**config.mk**
```make
export PLATFORM = sky130hd
export DESIGN_NAME = nibble_port_pair
export DESIGN_NICKNAME = d
export VERILOG_FILES = /design/src/shared/nibble_port_pkg.sv /design/src/pin_sampler.sv /design/src/nibble_port_pair.sv
export SDC_FILE = /design/constraint.sdc
export NUM_CORES = 1
export LEC_CHECK = 0
export ABC_AREA = 0
export BUFFER_PORTS_ARGS = -buffer_cell sky130_fd_sc_hd__buf_2
export CORE_ASPECT_RATIO = 1.25
export CORE_MARGIN = 1.5
export CORE_UTILIZATION = 50
export DETAILED_ROUTE_END_ITERATION = 7
export PLACE_DENSITY = 0.83
export RECOVER_POWER = 100
export SLEW_MARGIN = 10
export SYNTH_ARGS = -nofsm -noshare
export SYNTH_HDL_FRONTEND = slang
export SYNTH_SLANG_ARGS = --single-unit
```
**constraint.sdc**
```tcl
create_clock -name core_clk -period 2.59 [get_ports core_clk]
set_input_delay 0 -clock core_clk [delete_from_list [all_inputs] [get_ports core_clk]]
set_output_delay 0 -clock core_clk [all_outputs]
set_load 0.02 [all_outputs]
```
**src/shared/nibble_port_pkg.sv**
```systemverilog
// constants for the paired 4-bit bidirectional port block
package nibble_port_pkg;
    // bus geometry
    localparam int          ADDR_W          = 12;
    localparam int          DATA_W          = 32;
    localparam int          NIB_W           = 4;

    // register indices as printed; byte address is four times the index
    localparam logic [9:0]  P0_DATA_IDX     = 10'h2ed;
    localparam logic [9:0]  P0_DIR_IDX      = 10'h2ee;
    localparam logic [9:0]  P1_DATA_IDX     = 10'h2fd;
    localparam logic [9:0]  P1_DIR_IDX      = 10'h2fe;
    localparam logic [11:0] P0_DATA_ADDR    = {P0_DATA_IDX, 2'b00};
    localparam logic [11:0] P0_DIR_ADDR     = {P0_DIR_IDX, 2'b00};
    localparam logic [11:0] P1_DATA_ADDR    = {P1_DATA_IDX, 2'b00};
    localparam logic [11:0] P1_DIR_ADDR     = {P1_DIR_IDX, 2'b00};

    // field positions and reset values
    localparam int          DIR_BIT         = 0;
    localparam logic        DIR_RESET       = 1'b0;
    localparam logic [3:0]  LATCH_RESET     = 4'h0;

    // read-time pull-down: 1.5 system clock cycles, held as half cycles
    localparam int          PULLDOWN_HALF   = 3;
    localparam int          PD_CYCLES       = (PULLDOWN_HALF + 1) / 2;
    // pins settle within 0.5 cycle, then the three-flop sampler must fill
    localparam int          SETTLE_HALF     = 1;
    localparam int          SYNC_STAGES     = 3;
    localparam int          SETTLE_CYCLES   = (SETTLE_HALF / 2) + SYNC_STAGES;
    localparam logic [2:0]  PD_LAST         = 3'(PD_CYCLES - 1);
    localparam logic [2:0]  SETTLE_LAST     = 3'(SETTLE_CYCLES - 1);

    // AXI responses
    localparam logic [1:0]  RESP_OKAY       = 2'b00;
    localparam logic [1:0]  RESP_SLVERR     = 2'b10;
    localparam logic [31:0] RDATA_ZERO      = 32'h0000_0000;

    typedef enum logic [1:0] {RD_IDLE, RD_PULL, RD_SETTLE, RD_RESP} rd_state_e;
endpackage : nibble_port_pkg

```
**src/pin_sampler.sv**
```systemverilog
// three-flop pin sampler; a bit changes once stages two and three agree
module pin_sampler
    import nibble_port_pkg::*;
#(
    parameter int W = 4
) (
    // clock and reset
    input  wire logic         core_clk,
    input  wire logic         resetn,
    input  wire logic         ce,
    // pins and filtered level
    input  wire logic [W-1:0] pin_in,
    output logic      [W-1:0] level_q
);
    logic [W-1:0] s1_q;
    logic [W-1:0] s2_q;
    logic [W-1:0] s3_q;

    always_ff @(posedge core_clk or negedge resetn) begin
        if (!resetn) begin
            s1_q <= '0;
            s2_q <= '0;
            s3_q <= '0;
        end else if (ce) begin
            s1_q <= pin_in;
            s2_q <= s1_q;
            s3_q <= s2_q;
        end
    end

    // s1 feeds only s2; the agreement test looks at stages two and three
    always_ff @(posedge core_clk or negedge resetn) begin
        if (!resetn) begin
            level_q <= '0;
        end else if (ce) begin
            for (int i = 0; i < W; i++) begin
                if (s2_q[i] == s3_q[i]) begin
                    level_q[i] <= s3_q[i];
                end
            end
        end
    end
endmodule : pin_sampler

```
**src/nibble_port_pair.sv**
```systemverilog
// two 4-bit bidirectional ports with AXI4-Lite register access
// Notes on behaviour
// RULE1 - in output mode each pin drives its latch bit, one high, zero low
// RULE2 - latch writes are taken in input mode and appear once output is selected
// RULE3 - data reads return sampled pin levels, never the latch
// RULE4 - reading a data register turns on that port's pull-down
// RULE5 - the read pull-down lasts one and a half system cycles; the logic holds it for two full cycles
// RULE6 - one direction bit per group, one is output, zero input, readable
// RULE7 - reset clears both direction bits so every pin starts as input
// RULE8 - group zero data at the first address, group one at the second
// RULE9 - direction bits are bit zero of the two control locations
// RULE10 - latch contents after reset are not meaningful to the logic
// RULE11 - software on the fast oscillator rereads inputs for about 500 us
// RULE12 - slow pins need an external pull-down or repeated reads
// RULE13 - a direction change reaches the drivers the cycle after the write
//
// The AXI4-Lite slave port was chosen for this implementation.
module nibble_port_pair
    import nibble_port_pkg::*;
(
    // clock, reset, enable
    input  wire logic              core_clk,
    input  wire logic              resetn,
    input  wire logic              ce,
    // AXI4-Lite write address
    input  wire logic              s_axi_awvalid,
    output logic                   s_axi_awready,
    input  wire logic [ADDR_W-1:0] s_axi_awaddr,
    input  wire logic [2:0]        s_axi_awprot,
    // AXI4-Lite write data
    input  wire logic              s_axi_wvalid,
    output logic                   s_axi_wready,
    input  wire logic [DATA_W-1:0] s_axi_wdata,
    input  wire logic [3:0]        s_axi_wstrb,
    // AXI4-Lite write response
    output logic                   s_axi_bvalid,
    input  wire logic              s_axi_bready,
    output logic [1:0]             s_axi_bresp,
    // AXI4-Lite read address
    input  wire logic              s_axi_arvalid,
    output logic                   s_axi_arready,
    input  wire logic [ADDR_W-1:0] s_axi_araddr,
    input  wire logic [2:0]        s_axi_arprot,
    // AXI4-Lite read data
    output logic                   s_axi_rvalid,
    input  wire logic              s_axi_rready,
    output logic [DATA_W-1:0]      s_axi_rdata,
    output logic [1:0]             s_axi_rresp,
    // port group 0 pins
    input  wire logic [NIB_W-1:0]  port_group0_pins_in,
    output logic      [NIB_W-1:0]  port_group0_pins_out,
    output logic      [NIB_W-1:0]  port_group0_pins_oe,
    output logic                   port_group0_pulldown,
    // port group 1 pins
    input  wire logic [NIB_W-1:0]  port_group1_pins_in,
    output logic      [NIB_W-1:0]  port_group1_pins_out,
    output logic      [NIB_W-1:0]  port_group1_pins_oe,
    output logic                   port_group1_pulldown
);
    logic              awready_q;
    logic              wready_q;
    logic              bvalid_q;
    logic [1:0]        bresp_q;
    logic [ADDR_W-1:0] awaddr_q;
    logic [DATA_W-1:0] wdata_q;
    logic              wlane0_q;
    logic              arready_q;
    logic              rvalid_q;
    logic [DATA_W-1:0] rdata_q;
    logic [1:0]        rresp_q;
    logic [ADDR_W-1:0] araddr_q;
    rd_state_e         rd_state_q;
    logic [2:0]        rd_cnt_q;
    logic [NIB_W-1:0]  latch0_q;
    logic [NIB_W-1:0]  latch1_q;
    logic [NIB_W-1:0]  oe0_q;
    logic [NIB_W-1:0]  oe1_q;
    logic              pd0_q;
    logic              pd1_q;
    logic [NIB_W-1:0]  level0;
    logic [NIB_W-1:0]  level1;
    logic              do_write;
    logic              ar_take;
    logic              ar_is_data;

    // unused protection bits: every access is treated alike
    logic              prot_unused;
    assign prot_unused = ^{s_axi_awprot, s_axi_arprot};

    pin_sampler #(.W(NIB_W)) u_sample0 (
        .core_clk (core_clk),
        .resetn   (resetn),
        .ce       (ce),
        .pin_in   (port_group0_pins_in),
        .level_q  (level0)
    );

    pin_sampler #(.W(NIB_W)) u_sample1 (
        .core_clk (core_clk),
        .resetn   (resetn),
        .ce       (ce),
        .pin_in   (port_group1_pins_in),
        .level_q  (level1)
    );

    // write fires once both address and data are held and no answer is pending
    assign do_write   = !awready_q && !wready_q && !bvalid_q;
    assign ar_take    = s_axi_arvalid && arready_q;
    assign ar_is_data = (s_axi_araddr == P0_DATA_ADDR) || (s_axi_araddr == P1_DATA_ADDR);

    // write channels: address and data taken in either order
    always_ff @(posedge core_clk or negedge resetn) begin
        if (!resetn) begin
            awready_q <= 1'b1;
            wready_q  <= 1'b1;
            bvalid_q  <= 1'b0;
            bresp_q   <= RESP_OKAY;
            awaddr_q  <= '0;
            wdata_q   <= RDATA_ZERO;
            wlane0_q  <= 1'b0;
        end else if (ce) begin
            if (s_axi_awvalid && awready_q) begin
                awready_q <= 1'b0;
                awaddr_q  <= s_axi_awaddr;
            end
            if (s_axi_wvalid && wready_q) begin
                wready_q <= 1'b0;
                wdata_q  <= s_axi_wdata;
                wlane0_q <= s_axi_wstrb[0];
            end
            if (do_write) begin
                bvalid_q <= 1'b1;
                bresp_q  <= (awaddr_q == P0_DATA_ADDR || awaddr_q == P0_DIR_ADDR ||
                             awaddr_q == P1_DATA_ADDR || awaddr_q == P1_DIR_ADDR) ? RESP_OKAY : RESP_SLVERR;
            end
            if (bvalid_q && s_axi_bready) begin
                bvalid_q  <= 1'b0;
                awready_q <= 1'b1;
                wready_q  <= 1'b1;
            end
        end
    end

    // data latches; a write stores regardless of direction
    always_ff @(posedge core_clk or negedge resetn) begin
        if (!resetn) begin
            latch0_q <= LATCH_RESET; // RULE10
            latch1_q <= LATCH_RESET;
        end else if (ce && do_write && wlane0_q) begin
            if (awaddr_q == P0_DATA_ADDR) begin
                latch0_q <= wdata_q[NIB_W-1:0]; // RULE2 RULE8
            end
            if (awaddr_q == P1_DATA_ADDR) begin
                latch1_q <= wdata_q[NIB_W-1:0]; // RULE2 RULE8
            end
        end
    end

    // direction per group, fanned out to the four enables of the group
    always_ff @(posedge core_clk or negedge resetn) begin
        if (!resetn) begin
            oe0_q <= {NIB_W{DIR_RESET}}; // RULE7
            oe1_q <= {NIB_W{DIR_RESET}}; // RULE7
        end else if (ce && do_write && wlane0_q) begin
            if (awaddr_q == P0_DIR_ADDR) begin
                oe0_q <= {NIB_W{wdata_q[DIR_BIT]}}; // RULE6 RULE9 RULE13
            end
            if (awaddr_q == P1_DIR_ADDR) begin
                oe1_q <= {NIB_W{wdata_q[DIR_BIT]}}; // RULE6 RULE9 RULE13
            end
        end
    end

    // read sequence: data reads pull down, wait for the sampler, then answer; other reads answer at once
    always_ff @(posedge core_clk or negedge resetn) begin
        if (!resetn) begin
            rd_state_q <= RD_IDLE;
            rd_cnt_q   <= '0;
            arready_q  <= 1'b1;
            araddr_q   <= '0;
            pd0_q      <= 1'b0;
            pd1_q      <= 1'b0;
        end else if (ce) begin
            unique case (rd_state_q)
                RD_IDLE: begin
                    if (ar_take) begin
                        arready_q <= 1'b0;
                        araddr_q  <= s_axi_araddr;
                        rd_cnt_q  <= '0;
                        pd0_q     <= (s_axi_araddr == P0_DATA_ADDR); // RULE4
                        pd1_q     <= (s_axi_araddr == P1_DATA_ADDR); // RULE4
                        rd_state_q <= ar_is_data ? RD_PULL : RD_RESP;
                    end
                end
                RD_PULL: begin
                    rd_cnt_q <= rd_cnt_q + 3'd1;
                    if (rd_cnt_q == PD_LAST) begin
                        pd0_q      <= 1'b0; // RULE5
                        pd1_q      <= 1'b0;
                        rd_cnt_q   <= '0;
                        rd_state_q <= RD_SETTLE;
                    end
                end
                RD_SETTLE: begin
                    rd_cnt_q <= rd_cnt_q + 3'd1;
                    if (rd_cnt_q == SETTLE_LAST) begin
                        rd_state_q <= RD_RESP;
                    end
                end
                RD_RESP: begin
                    if (rvalid_q && s_axi_rready) begin
                        arready_q  <= 1'b1;
                        rd_state_q <= RD_IDLE;
                    end
                end
            endcase
        end
    end

    // read answer; data registers show the pin levels, not the latch
    always_ff @(posedge core_clk or negedge resetn) begin
        if (!resetn) begin
            rvalid_q <= 1'b0;
            rdata_q  <= RDATA_ZERO;
            rresp_q  <= RESP_OKAY;
        end else if (ce) begin
            if (rd_state_q == RD_IDLE && ar_take && !ar_is_data) begin
                rvalid_q <= 1'b1;
                rdata_q  <= RDATA_ZERO;
                rresp_q  <= RESP_OKAY;
                if (s_axi_araddr == P0_DIR_ADDR) begin
                    rdata_q[DIR_BIT] <= oe0_q[0]; // RULE6 RULE9
                end else if (s_axi_araddr == P1_DIR_ADDR) begin
                    rdata_q[DIR_BIT] <= oe1_q[0]; // RULE6 RULE9
                end else begin
                    rresp_q <= RESP_SLVERR;
                end
            end else if (rd_state_q == RD_SETTLE && rd_cnt_q == SETTLE_LAST) begin
                rvalid_q <= 1'b1;
                rresp_q  <= RESP_OKAY;
                rdata_q  <= {28'h000_0000, (araddr_q == P0_DATA_ADDR) ? level0 : level1}; // RULE3
            end else if (rvalid_q && s_axi_rready) begin
                rvalid_q <= 1'b0;
            end
        end
    end

    // pins drive straight from the latch and direction flops
    assign port_group0_pins_out = latch0_q; // RULE1
    assign port_group1_pins_out = latch1_q; // RULE1
    assign port_group0_pins_oe  = oe0_q;
    assign port_group1_pins_oe  = oe1_q;
    assign port_group0_pulldown = pd0_q;
    assign port_group1_pulldown = pd1_q;
    assign s_axi_awready        = awready_q;
    assign s_axi_wready         = wready_q;
    assign s_axi_bvalid         = bvalid_q;
    assign s_axi_bresp          = bresp_q;
    assign s_axi_arready        = arready_q;
    assign s_axi_rvalid         = rvalid_q;
    assign s_axi_rdata          = rdata_q;
    assign s_axi_rresp          = rresp_q;

    // helper: no direction write seen since reset
    logic dir_touched_q;
    always_ff @(posedge core_clk or negedge resetn) begin
        if (!resetn) begin
            dir_touched_q <= 1'b0;
        end else if (ce && do_write && (awaddr_q == P0_DIR_ADDR || awaddr_q == P1_DIR_ADDR)) begin
            dir_touched_q <= 1'b1;
        end
    end
endmodule : nibble_port_pair

```
==> run metrics <==
vias after detailed routing 2,844; TNS Setup 0 ps; outcome finished, violations left; type of the most critical hold path primary input to register; failing checks DRC, capacitance limit, slew limit; setup slack, reg-to-reg 320 ps; die height 105 um; register area 0.00223 mm^2; post-synthesis sequential area ratio 0.533; final setup fails 0; PostCTS Resize Cnt 0; critical path arrival 2510 ps; startpoint type of the worst setup path register; Reg clk slew, reported paths 80 ps; design area 0.00504 mm^2; synthesized cell area 0.00418 mm^2; maximum vdd drop 0.504 mV; fill cell count 644; PortBufs 73; Nets 537; final worst path period share 0.875; peak fanout along the critical path 8; Final ANT Viol Nets 0; Post-Synthesis Cells 336; Inserted Clock Buffers 9; Tmin final 2270 ps; measured slew at the worst slew-check pin 2130 ps; post-synthesis area per instance 12.4 um^2; post-CTS setup repair buffer count 0; worst flop-to-flop path endpoint rd_state_q[1]; WL/cell 14.5 um; worst skew pair latency 360 ps; worst reg-to-reg path cell count 7; clock skew 10.5 ps; EDFF count, synth 0; DRC 8; H-tree depth 3; area of the die 0.00893 mm^2; First-pass DRT Iterations 8; commonest non-fill, non-tap cell in the layout dfrtp_1; Iter 0 DRT Violations 145; worst r2r src rd_state_q[0]; drt total wl 8000 um; Post-synth ARST share 1.00; fraction of layout cells with a size suffix above 1 0.265; startpoint of the worst hold path ce; RSZ-0062 raised after global routing false; chip width 84.8 um; total of max-cap violations 1; Core Rows 37; post-DP HPWL 5200 um; Leakage 2.33 nW; largest net degree at the start of global routing 90; footprint of the multi-input gates 0.00169 mm^2; initial antenna violation count 0; hold depth 3; Syn-to-layout area delta 20.5%; grt total ovfl 0; CTS tree built; Vias/cell 5.17; I/O pin total 141; Cell Area, Placed 0.00449 mm^2; global-route wire length before repair 13,600 um; vias in the first global route 2,928; final hold vios 0; slew margin rel. -0.422; Req. time, crit path 2830 ps; Slew Limit Fails 90; max frequency 0.441 GHz; Yosys Warn Count 0; clock tree buffer depth 2; Final Wtd Congestion 0.834; crit path capture type register; Core Footprint 0.00819 mm^2; diode count 0; overall routing resource usage 0.196; Root Buffer clkbuf_8; CTS hold repair buffers 42; TritonCTS Sinks 89; Hold Path End s_axi_bresp[1]; Setup CP Type register to register; Seq cells post-synth 89; dominant synthesized flop cell dfrtp_1; most frequent cells in the layout dfrtp_1 (86), mux2_2 (57), dlygate4sd3_1 (42), buf_2 (42), clkbuf_1 (35); pwr dens 838 mW/mm^2; Synth cell types 46; initial core utilization 0.510
Yosys cell counts, drive strengths merged (2+ instances only):
cell type / n / area, um^2
nand4b: 4 / 35.0
or2: 2 / 12.5
ha: 7 / 87.6
o2bb2ai: 3 / 26.3
nand2b: 13 / 81.3
a32o: 2 / 20.0
nor3: 2 / 15.0
nor3b: 4 / 30.0
o211ai: 2 / 15.0
mux2: 65 / 747
nor2b: 3 / 18.8
nand2: 11 / 41.3
nor2: 11 / 41.3
inv: 8 / 30.0
clkbuf: 6 / 22.5
dfstp: 3 / 78.8
nand4: 2 / 12.5
a21oi: 22 / 110
nand3: 6 / 30.0
dfrtp: 86 / 2150
o21ai: 6 / 30.0
buf: 40 / 290
mux2i: 7 / 70.1
nor4: 4 / 37.5
cell type report:
type,instances,area share
inverter,8,0.00596
multi-input combinational,222,0.335
sequential,89,0.443
clock inverter,3,0.0129
timing repair buffer,118,0.152
tap,97,0.0241
clock buffer,13,0.0276
registers in the layout, summed over array words and instances, names as in the netlist, 2 cells and up:
signal	cells
araddr_q	12
awaddr_q	12
port_group0_pins_out	4
port_group1_pins_out	4
s_axi_rdata	4
u_sample0.level_q	4
u_sample0.s1_q	4
u_sample0.s2_q	4
u_sample0.s3_q	4
u_sample1.level_q	4
u_sample1.s1_q	4
u_sample1.s2_q	4
u_sample1.s3_q	4
wdata_q	4
rd_cnt_q	3
rd_state_q	2
worst max-delay path, cell delays in order, from the launching register on:
cell and delay (ps):
dfrtp_1 410, inv_1 120, ha_1 290, a21boi_0 350
nor3b_1 90, clkbuf_1 180, o21ai_0 340, mux2_2 380
worst max path at each step:
stage               slack, ps                       to     startpoint
global route              100  port_group0_pins_out[2]         resetn
CTS                       370            rd_state_q[1]  rd_state_q[0]
global placement          470            rd_state_q[1]  rd_state_q[0]
floorplan                 610            rd_state_q[1]  rd_state_q[0]
finish                    320            rd_state_q[1]  rd_state_q[0]
detailed placement        380            rd_state_q[1]  rd_state_q[0]
power by group:
group,switching [mW],internal [mW]
clock network,0.468,0.544
logic,0.570,0.568
registers,0.285,1.79
total,1.32,2.90
through the flow:
step           cells  setup WS (ps)  utilization  hold WS [ps]  power, mW
2_1_floorplan    365            607            -          -296       2.90
3_3_place_gp     492            470        0.548           232       3.13
3_5_place_dp     492            385        0.548           236       3.22
4_1_cts          550            369        0.624          23.1       4.29
5_1_grt          550           95.6        0.615          28.5       4.51
6_report         550            324        0.615          41.4       4.23
per-layer routing:
metal  vias up  global-route usage  routed length (um)
li1       1342                   -                   -
met1      1406               0.240                3400
met2        81               0.333                4140
met3        15              0.0423                 288
met4         0              0.0831                 174
met5         -                   0                   0
cells by family after synthesis:
logic type               count (synthesis)  synth area share
flip-flops                              89             0.533
multiplexers                            72             0.195
AND/OR/NAND/NOR                         70             0.105
buffers and inverters                   54            0.0820
AO/OA/AOI/OAI                           43            0.0628
adder cells (fa/ha/maj)                  7            0.0209
other                                    1          0.000897
Note: power is estimated with default switching activity, not from simulation.
